==> src/lic_consts.svh <==
/*
  constants of the multilevel interrupt controller: register indices,
  field positions, reset values, write masks and small counts.
  assumes inclusion by its bare name; definitions only.
*/
`ifndef LIC_CONSTS_SVH
`define LIC_CONSTS_SVH

// number of maskable sources, and width of a source index
`define N_SRC          16
`define SRC_IDX_W      4

// register indices; byte address is four times the index
`define IDX_EXEC       3'h0
`define IDX_PTR        3'h1
`define IDX_CTRL       3'h2
`define IDX_EVT        3'h3
`define IDX_MASK       3'h4
`define IDX_UNLOCK     3'h5

// executing-flags register fields
`define BIT_NMI_EX     7
`define BIT_HI_EX      2
`define BIT_MED_EX     1
`define BIT_LO_EX      0

// control register fields
`define BIT_RR         7
`define BIT_VTS        6
`define BIT_HI_EN      2
`define BIT_MED_EN     1
`define BIT_LO_EN      0
`define CTRL_WMASK     8'h87
`define CTRL_VTS_MASK  8'h40

// reset values
`define CTRL_RST       8'h00
`define PTR_RST        8'h00
`define EVT_RST        4'h0
`define MASK_RST       4'h0

// event bits: acknowledge, return, return with nothing running, nmi
`define EVT_W          4
`define EVT_ACK        0
`define EVT_RET        1
`define EVT_BADRET     2
`define EVT_NMI        3

// protected-change unlock: key value and open window in cycles
`define UNLOCK_KEY     8'hD8
`define UNLOCK_CYCLES  3'h4

// vector number reported for the non-maskable request
`define NMI_VECTOR     8'hFF

`endif

==> src/lic_pkg.sv <==
/*
  types shared by the multilevel interrupt controller and its users.
  assumes lic_consts.svh is not needed here; types only.
*/
package lic_pkg;

  // two-bit level code carried by every request
  typedef enum logic [1:0] {
    LVL_OFF = 2'b00,
    LVL_LO  = 2'b01,
    LVL_MED = 2'b10,
    LVL_HI  = 2'b11
  } level_t;

  // one flag per level that has a handler running or pre-empted
  typedef struct packed {
    logic nmi;
    logic hi;
    logic med;
    logic lo;
  } exec_flags_t;

  // request presented to the core
  typedef struct packed {
    logic       valid;
    logic       is_nmi;
    level_t     level;
    logic [7:0] vector;
  } core_req_t;

endpackage

==> src/level_interrupt_controller.sv <==
/*
  multilevel interrupt controller: level gating, nesting flags, static
  and rotating priority, vector table select behind an unlock window,
  avalon-mm register slave with a sticky event interrupt.
  assumes sources and core run on CLK; sources hold a request until
  serviced; the core pulses CORE_ACK and CORE_RETURN for one cycle.
*/
`timescale 1ns/100ps
`include "lic_consts.svh"

//Contract
//- low flag set while running, cleared on return
//- rotating mode records acknowledged low vector
//- recorded vector is lowest low priority
//- software reads/writes pointer, effective immediately
//- pointer kept when rotation turned off
//- rotation bit affects low level only
//- static order: lowest vector wins
//- select bit chooses application or boot table
//- select bit writable only after unlock
//- control bits 5..3 read zero
//- high enable gates high requests
//- medium enable gates medium requests
//- low enable gates low requests
//- cleared enable ignores one cycle later
//- level codes: off, low, medium, high
//- higher level pre-empts, lower resumes after
//- high, medium, nmi always static
//- nmi flag set running, cleared on return
module level_interrupt_controller import lic_pkg::*; (
  input  wire logic                  CLK,
  input  wire logic                  RST,
  input  wire logic                  CE,
  input  wire logic [4:0]            AVS_ADDRESS,
  input  wire logic                  AVS_READ,
  input  wire logic                  AVS_WRITE,
  input  wire logic [31:0]           AVS_WRITEDATA,
  input  wire logic [3:0]            AVS_BYTEENABLE,
  output logic      [31:0]           AVS_READDATA,
  output logic                       AVS_WAITREQUEST,
  input  wire logic [`N_SRC-1:0]     SRC_PEND,
  input  wire logic [2*`N_SRC-1:0]   SRC_LEVEL,
  input  wire logic                  NMI_PEND,
  output core_req_t                  CORE_REQ,
  input  wire logic                  CORE_ACK,
  input  wire logic                  CORE_RETURN,
  output logic                       VECTOR_TABLE_SEL,
  output logic                       IRQ
);

  // registered state
  logic [7:0]            ctrl_q, ctrl_d;     // control register
  logic [7:0]            ptr_q, ptr_d;       // round robin pointer
  exec_flags_t           ex_q, ex_d;         // executing flags
  logic [`EVT_W-1:0]     evt_q, evt_d;       // sticky events
  logic [`EVT_W-1:0]     mask_q, mask_d;     // event mask
  logic [2:0]            unlock_q, unlock_d; // unlock window left
  logic                  ack_q, ack_d;       // bus answer phase
  logic [7:0]            rdata_q, rdata_d;   // read data holding
  core_req_t             req_q, req_d;       // request to core
  logic                  irq_q, irq_d;       // interrupt line

  // combinational helpers
  logic                  bus_req;            // read or write pending
  logic                  bus_done;           // answer edge
  logic [2:0]            idx;                // register index
  logic                  aligned;            // low address bits zero
  logic                  wr_en;              // low lane write taken
  logic                  ptr_wr;             // pointer written now
  logic                  ctrl_wr;            // control written now
  logic                  evt_rd;             // event register read now
  logic                  take;               // core took request
  logic                  rr_on;              // rotation selected
  logic [`N_SRC-1:0]     hi_vec;             // eligible high sources
  logic [`N_SRC-1:0]     med_vec;            // eligible medium sources
  logic [`N_SRC-1:0]     lo_vec;             // eligible low sources
  logic [`N_SRC-1:0]     lo_rot;             // low sources, rotated
  logic [2*`N_SRC-1:0]   lo_dbl;             // doubled for rotation
  logic [`SRC_IDX_W-1:0] rot_start;          // first index searched
  logic [`SRC_IDX_W:0]   hi_pick;            // {found, index}
  logic [`SRC_IDX_W:0]   med_pick;
  logic [`SRC_IDX_W:0]   lo_pick;
  logic [`SRC_IDX_W-1:0] lo_idx;             // low winner, unrotated
  core_req_t             win;                // arbitration result
  logic [`EVT_W-1:0]     evt_set;            // events this cycle
  logic                  ret_bad;            // return with none running
  exec_flags_t           ex_ret;             // flags after return

  // first set bit from index zero upward; lowest index wins
  function automatic logic [`SRC_IDX_W:0] pick(
    input logic [`N_SRC-1:0] v
  );
    logic [`SRC_IDX_W:0] r;
    r = '0;
    for (int i = `N_SRC - 1; i >= 0; i--) begin
      if (v[i]) begin
        r = {1'b1, `SRC_IDX_W'(i)};
      end
    end
    return r;
  endfunction

  // bus decode; one wait cycle on every access
  always_comb begin
    bus_req         = AVS_READ | AVS_WRITE;
    bus_done        = bus_req & ack_q & CE;
    AVS_WAITREQUEST = bus_req & ~(ack_q & CE);
    idx             = AVS_ADDRESS[4:2];
    aligned         = (AVS_ADDRESS[1:0] == 2'h0);
    wr_en           = bus_done & AVS_WRITE & aligned & AVS_BYTEENABLE[0];
    ptr_wr          = wr_en & (idx == `IDX_PTR);
    ctrl_wr         = wr_en & (idx == `IDX_CTRL);
    evt_rd          = bus_done & AVS_READ & aligned & (idx == `IDX_EVT);
    take            = CORE_ACK & req_q.valid;
    rr_on           = ctrl_q[`BIT_RR];
  end

  // per-source level decode and enable gating
  genvar g;
  for (g = 0; g < `N_SRC; g++) begin : g_src
    assign hi_vec[g]  = SRC_PEND[g] & ctrl_q[`BIT_HI_EN] &
                        (level_t'(SRC_LEVEL[2*g +: 2]) == LVL_HI);
    assign med_vec[g] = SRC_PEND[g] & ctrl_q[`BIT_MED_EN] &
                        (level_t'(SRC_LEVEL[2*g +: 2]) == LVL_MED);
    assign lo_vec[g]  = SRC_PEND[g] & ctrl_q[`BIT_LO_EN] &
                        (level_t'(SRC_LEVEL[2*g +: 2]) == LVL_LO);
  end

  // arbitration; the enables are read from ctrl_q, so a clear lands
  // one cycle after the write edge
  always_comb begin
    // static order for high and medium
    hi_pick   = pick(hi_vec);
    med_pick  = pick(med_vec);
    // start just after the recorded vector when rotating, else at index 0
    rot_start = rr_on ? (ptr_q[`SRC_IDX_W-1:0] + `SRC_IDX_W'(1))
                      : '0;
    lo_dbl    = {lo_vec, lo_vec} >> rot_start;
    lo_rot    = lo_dbl[`N_SRC-1:0];
    lo_pick   = pick(lo_rot);
    lo_idx    = lo_pick[`SRC_IDX_W-1:0] + rot_start;
    win       = '0;
    // only a strictly higher level pre-empts
    if (NMI_PEND && !ex_q.nmi) begin
      win.valid  = 1'b1;
      win.is_nmi = 1'b1;
      win.level  = LVL_HI;
      win.vector = `NMI_VECTOR;
    end else if (!ex_q.nmi) begin
      if (hi_pick[`SRC_IDX_W] && !ex_q.hi) begin
        win.valid  = 1'b1;
        win.level  = LVL_HI;
        win.vector = 8'(hi_pick[`SRC_IDX_W-1:0]);
      end else if (med_pick[`SRC_IDX_W] && !ex_q.hi && !ex_q.med) begin
        win.valid  = 1'b1;
        win.level  = LVL_MED;
        win.vector = 8'(med_pick[`SRC_IDX_W-1:0]);
      end else if (lo_pick[`SRC_IDX_W] && !ex_q.hi && !ex_q.med &&
                   !ex_q.lo) begin
        win.valid  = 1'b1;
        win.level  = LVL_LO;
        win.vector = 8'(lo_idx);
      end
    end
    // strobe dropped for the cycle after a take
    req_d = win;
    if (take) begin
      req_d.valid = 1'b0;
    end
  end

  // executing flags: a return clears the innermost level, then a take
  // sets the level it accepted
  always_comb begin
    ex_ret  = ex_q;
    ret_bad = 1'b0;
    if (CORE_RETURN) begin
      if (ex_q.nmi) begin
        ex_ret.nmi = 1'b0;
      end else if (ex_q.hi) begin
        ex_ret.hi = 1'b0;
      end else if (ex_q.med) begin
        ex_ret.med = 1'b0;
      end else if (ex_q.lo) begin
        ex_ret.lo = 1'b0;
      end else begin
        ret_bad = 1'b1;
      end
    end
    ex_d = ex_ret;
    if (take) begin
      if (req_q.is_nmi) begin
        ex_d.nmi = 1'b1;
      end else begin
        case (req_q.level)
          LVL_HI:  ex_d.hi  = 1'b1;
          LVL_MED: ex_d.med = 1'b1;
          LVL_LO:  ex_d.lo  = 1'b1;
          default: ex_d.lo  = ex_ret.lo;
        endcase
      end
    end
  end

  // software registers and the unlock window
  always_comb begin
    // software write takes effect at once
    ptr_d = ptr_wr ? AVS_WRITEDATA[7:0] : ptr_q;
    // no capture and no reset when rotation off
    if (take && rr_on && !req_q.is_nmi && req_q.level == LVL_LO) begin
      ptr_d = req_q.vector;
    end
    unlock_d = (unlock_q != 3'h0) ? unlock_q - 3'h1 : 3'h0;
    if (wr_en && idx == `IDX_UNLOCK &&
        AVS_WRITEDATA[7:0] == `UNLOCK_KEY) begin
      unlock_d = `UNLOCK_CYCLES;
    end
    ctrl_d = ctrl_q;
    if (ctrl_wr) begin
      ctrl_d = (ctrl_q & ~`CTRL_WMASK) | (AVS_WRITEDATA[7:0] & `CTRL_WMASK);
      if (unlock_q != 3'h0) begin
        ctrl_d = (ctrl_d & ~`CTRL_VTS_MASK) |
                 (AVS_WRITEDATA[7:0] & `CTRL_VTS_MASK);
      end
    end
    mask_d = (wr_en && idx == `IDX_MASK) ? AVS_WRITEDATA[`EVT_W-1:0]
                                         : mask_q;
  end

  // events: a read clears only the bits it reported; a set wins
  always_comb begin
    evt_set              = '0;
    evt_set[`EVT_ACK]    = take;
    evt_set[`EVT_RET]    = CORE_RETURN & ~ret_bad;
    evt_set[`EVT_BADRET] = ret_bad;
    evt_set[`EVT_NMI]    = take & req_q.is_nmi;
    evt_d = evt_q;
    if (evt_rd) begin
      evt_d = evt_q & ~rdata_q[`EVT_W-1:0];
    end
    evt_d = evt_d | evt_set;
    irq_d = |(evt_d & mask_d);
  end

  // read mux sampled in the wait cycle, presented in the answer cycle
  always_comb begin
    ack_d   = bus_req & ~ack_q;
    rdata_d = rdata_q;
    if (bus_req && !ack_q) begin
      rdata_d = 8'h00;
      if (aligned) begin
        case (idx)
          `IDX_EXEC:   rdata_d = {ex_q.nmi, 4'h0, ex_q.hi, ex_q.med,
                                  ex_q.lo};
          `IDX_PTR:    rdata_d = ptr_q;
          `IDX_CTRL:   rdata_d = ctrl_q & (`CTRL_WMASK | `CTRL_VTS_MASK);
          `IDX_EVT:    rdata_d = {4'h0, evt_q};
          `IDX_MASK:   rdata_d = {4'h0, mask_q};
          `IDX_UNLOCK: rdata_d = {5'h00, unlock_q};
          default:     rdata_d = 8'h00;
        endcase
      end
    end
  end

  // all state; CE low freezes every flip-flop
  always_ff @(posedge CLK or posedge RST) begin
    if (RST) begin
      ctrl_q   <= `CTRL_RST;
      ptr_q    <= `PTR_RST;
      ex_q     <= '0;
      evt_q    <= `EVT_RST;
      mask_q   <= `MASK_RST;
      unlock_q <= 3'h0;
      ack_q    <= 1'b0;
      rdata_q  <= 8'h00;
      req_q    <= '0;
      irq_q    <= 1'b0;
    end else if (CE) begin
      ctrl_q   <= ctrl_d;
      ptr_q    <= ptr_d;
      ex_q     <= ex_d;
      evt_q    <= evt_d;
      mask_q   <= mask_d;
      unlock_q <= unlock_d;
      ack_q    <= ack_d;
      rdata_q  <= rdata_d;
      req_q    <= req_d;
      irq_q    <= irq_d;
    end
  end

  // outputs other than AVS_WAITREQUEST straight from flip-flops
  // table select driven to the core
  assign VECTOR_TABLE_SEL = ctrl_q[`BIT_VTS];
  assign CORE_REQ         = req_q;
  assign IRQ              = irq_q;
  assign AVS_READDATA     = {24'h000000, rdata_q};
endmodule

==> config.mk <==
export PLATFORM = sky130hd
export DESIGN_NAME = level_interrupt_controller
export DESIGN_NICKNAME = d
export VERILOG_FILES = /design/src/lic_pkg.sv /design/src/level_interrupt_controller.sv
export VERILOG_INCLUDE_DIRS = /design/src
export SDC_FILE = /design/constraint.sdc
export NUM_CORES = 1
export LEC_CHECK = 0
export BUFFER_PORTS_ARGS = -buffer_cell sky130_fd_sc_hd__buf_2
export CAP_MARGIN = 0
export CORE_UTILIZATION = 48
export CTS_CLUSTER_DIAMETER = 150
export CTS_CLUSTER_SIZE = 12
export DETAILED_ROUTE_END_ITERATION = 16
export HOLD_SLACK_MARGIN = 0.12
export PLACE_DENSITY = 0.83
export SLEW_MARGIN = 20
export SYNTH_ARGS = -nofsm -noshare
export SYNTH_HDL_FRONTEND = slang
export SYNTH_SLANG_ARGS = --single-unit
==> constraint.sdc <==
create_clock -name CLK -period 4.18 [get_ports CLK]
set_input_delay 0.418 -clock CLK [delete_from_list [all_inputs] [get_ports CLK]]
set_output_delay 0.418 -clock CLK [all_outputs]
set_load 0.01 [all_outputs]
==> results.md <==
* Worst hold slack after final layout at 0.233 ns
* Worst Setup Path Type: register to register
* Number of buffers inserted by port buffering at 92
* # DRC at 0
* Nature of the critical path endpoint: register
* Setup slack of the critical path after layout at just under 0.03 ns
* Number of flops mapped to enable cells by yosys at 0
* Place WS at -0.152 ns
* Data arrival time of the critical path at ~4.4 ns
* Vias after detailed routing at ~5300
* Worst EP required at around 4.4 ns
* Post-synthesis cell area at around 0.0047 mm^2
* Instance area after placement at 0.00524 mm^2
* Leakage at between 0.002 and 0.003 uW
* Area contributors post-synth: dfrtp_1, o22ai_1, buf_4
* Hold/Removal Path Class: input port to async pin
* Share of flip-flops with an asynchronous set or reset at 100%
* Most frequently used cell type in the post-synthesis netlist: nand2_1
* TritonCTS buffer count at 5
* Clock sinks at 46
* Slowest library cell on the worst path: or4b_4
* Clock transition at the registers of the reported paths at 0.08 ns
* Detail Placement HPWL at approximately 12000 um
* Cell chain of the critical path: ha_4 > buf_4 > nand3b_1 > buf_2 > o22ai_1 > nor3_2 > buf_4 > o22ai_1 > or2_1 > or4b_4 > nor2_1 > ha_1 > a21oi_2 > xnor2_1 > or3_1 > a2111o_1 > o211ai_1
* Main synth FF type: dfrtp_1
* Final period util at between 90 and 100%
* Synthesis Warnings at 0
* Highest Clock Rate at 241 MHz
* Internal power contribution at slightly below 900 uW
* Switching power at slightly below 500 uW
* IR drop worst, VDD at 0.131 mV
* Tightest slew margin relative to the limit at between 50% and 60%
* Antenna fix cells at 0
* Finished Cell Area at between 0.005 and 0.006 mm^2
* Largest net degree at the start of global routing at 47
* CTS HTree Levels at 2
* Crit Path Max Fanout at 6
* DRT Pass-1 Iters at 5
* Number of I/O pins at ~140
* Site row count at 35
* Root Buffer: clkbuf_8
* Library cell occupying the most area in the post-synthesis netlist: dfrtp_1
* Type of element launching the critical path: register
* Routability-driven placement congestion ratio at ~0.97
* Share of Yosys cell area claimed by the top area cell type at 24.5%
* Number of global-route vias before repair at approximately 4800
* Fin Setup TNS at 0 ns
* Maximum Capacitance Violations at 0
* CTS Hold Buffers Added at 0
* Clock share of power at between 20% and 30%
* Total Die Area at approximately 0.010 mm^2
* First-pass GRT wire length at ~24000 um
* TritonCTS clock tree: done
* Switching fraction of total power at 35.6%
* Run status: completed
* Wire length after detailed routing at between 15000 and 20000 um
* Antenna viol nets, final at 0
* Number of antenna violations at the first check in global routing at 0
* Die width at between 100 and 150 um
* Core area at 0.00937 mm^2
* Met2 track demand over resource at 51.7%
* Relative contribution of sequential cells to total power at 41.9%
* Global routing usage on met1 at approximately 36%
* Starting utilization of the core area at around half
* Met3 usage at between 3 and 4%
* Crit path buf inv count at 3
* Utilization after layout at 59.9%
* Count of distinct cell types in the synthesized netlist at 72
* Total power divided by cell area at about 240 mW/mm^2
* Leftover overflow at the end of global routing at 0
* Slowest Stage Delay on Critical Path at approximately 0.56 ns
* Die height at roughly 100 um
* Count of final hold-check violations at 0
* GR Util All Layers at between 20% and 30%
* Slew @ Worst Pin at 0.661 ns
* Share of power burned in combinational logic at 33.5%
* Fraction of layout cells with a size suffix above 1 at approximately 28%
* Count of mapped cells out of synthesis at between 500 and 600
* Minimum period implied by the final worst setup slack at 4.15 ns
* Via-per-instance ratio at 6.47
* Detailed-route wire length per cell at 18.8 um
* Detailed Route Iter0 Violations at 370
* Count of nets after finishing at slightly below 800
* Maximum buffer depth of the clock tree at 2
* RSZ-0062 raised after global routing: true
* Final setup violation count at 0
* Final slew viol count at 0
* Area growth from synthesis to final layout at 19.7%
* Most used routing layer: met2
* Worst Skew at 0.00817 ns
* Kind of cell with the highest combined delay on the critical path: simple AND/OR/NAND/NOR gates
* Fraction of the yosys area taken by sequential cells at between 20% and 30%
* Clock network latency to the later pin of the worst-skew pair at 0.30 ns
* Number of flip-flops and latches in the synthesized netlist at 46
* Leading post-synthesis cells by instance count: nand2_1, nor2_1, dfrtp_1
* Mapped Avg Cell Area at 7.96 um^2
==> flip-flops by register name (all words and copies together), names as in the netlist, 3 cells and up <==
name / flops
mask_q: 4
unlock_q: 3
ex_q: 4
ptr_q: 8
rdata_q: 8
CORE_REQ: 8
ctrl_q: 5
evt_q: 4
==> through the flow <==
stage	std cells	total power [uW]
final	816	1360
after global routing	816	1440
after floorplan	612	853
after detailed placement	798	1010
after CTS	807	1340
after global placement	798	992
==> routing by layer <==
metal  routed length [um]  part of all wire (%)  vias to the layer above
met5                    0                     0                        -
met4                  571                   3.7                        0
met3                 1300                   8.5                       44
met2                 7460                    49                      329
met1                 5990                    39                     2507
li1                     -                     -                     2403
==> cell families (layout without fill, tap and decap cells) <==
kind of cell / Yosys count / in the layout / synth area share, %
XOR/XNOR: 3 / 3 / 0.560
adder cells (fa/ha/maj): 7 / 7 / 2.03
buffers and inverters: 83 / 157 / 9.31
multiplexers: 32 / 32 / 8.94
AND/OR/NAND/NOR: 264 / 265 / 32.6
AO/OA/AOI/OAI: 153 / 153 / 21.9
flip-flops: 46 / 46 / 24.5
other: 1 / 24 / 0.0799
==> area by class of cell <==
cell class / count / area, um^2
Tap cell: 129 / 161
Sequential cell: 46 / 1150
Multi-Input combinational cell: 484 / 3360
Clock buffer: 6 / 82.6
Inverter: 28 / 115
Clock inverter: 1 / 30.0
Timing Repair Buffer: 122 / 712
Fill cell: 855 / 3760
==> worst paths after layout <==
path                                   from            to  slack [ns]  cells past startpoint
min                                     RST    rdata_q[5]        0.23                      3
max                                ptr_q[1]   CORE_REQ[3]        0.03                     17
min in group CLK           AVS_WRITEDATA[5]      ptr_q[5]        0.38                      3
max in group asynchronous               RST  CORE_REQ[11]        3.53                      3
max reg2reg                        ptr_q[1]   CORE_REQ[3]        0.03                     17
min reg2reg                      rdata_q[5]    rdata_q[5]        0.49                      1
==> power groups by stage <==
stage | logic, uW | clock network (uW) | registers, uW
2_1_floorplan | 294 | 0 | 559
3_3_place_gp | 422 | 0 | 570
3_5_place_dp | 436 | 0 | 574
4_1_cts | 439 | 335 | 567
5_1_grt | 501 | 359 | 577
6_report | 455 | 334 | 570
==> worst min-delay path, cell delays in order <==
cell and delay, ns:
buf_2 0.10, clkinv_1 0.03, buf_4 0.45
==> cell usage in the layout (no fill, tap or decap), types with 5 or more instances in the layout <==
| cell | Yosys | final |
|---|---|---|
| o22ai_1 | 40 | 36 |
| mux4_2 | 6 | 6 |
| a32o_1 | 5 | 5 |
| inv_1 | 25 | 24 |
| buf_2 | 7 | 93 |
| o211ai_1 | 6 | 6 |
| mux2i_1 | 16 | 12 |
| and3_1 | 6 | 6 |
| nand3_1 | 17 | 15 |
| nor3_1 | 25 | 18 |
| nor2b_1 | 6 | 6 |
| dfrtp_1 | 46 | 46 |
| nor3_2 | 3 | 10 |
| o21ai_0 | 33 | 33 |
| clkbuf_8 | 0 | 6 |
| and4b_1 | 19 | 19 |
| nor2_1 | 47 | 42 |
| and4_1 | 5 | 5 |
| nor2_2 | 0 | 5 |
| nand2b_1 | 8 | 6 |
| nand4b_1 | 26 | 26 |
| nand2_1 | 58 | 58 |
| a22o_1 | 7 | 7 |
| nand4_1 | 15 | 15 |
| mux2_2 | 9 | 9 |
| or3_1 | 5 | 5 |
| conb_1 | 1 | 24 |
| buf_4 | 31 | 26 |
| a21oi_1 | 18 | 16 |
| o31ai_1 | 6 | 6 |
==> timing repair <==
item                                    in CTS  in global routing
resized for setup                            2                 39
endpoints found under the setup margin       1                  2
cloned                                       0                  2
pin swaps                                    1                 24
buffers inserted                             2                  7
Note: power is estimated with default switching activity, not from simulation.
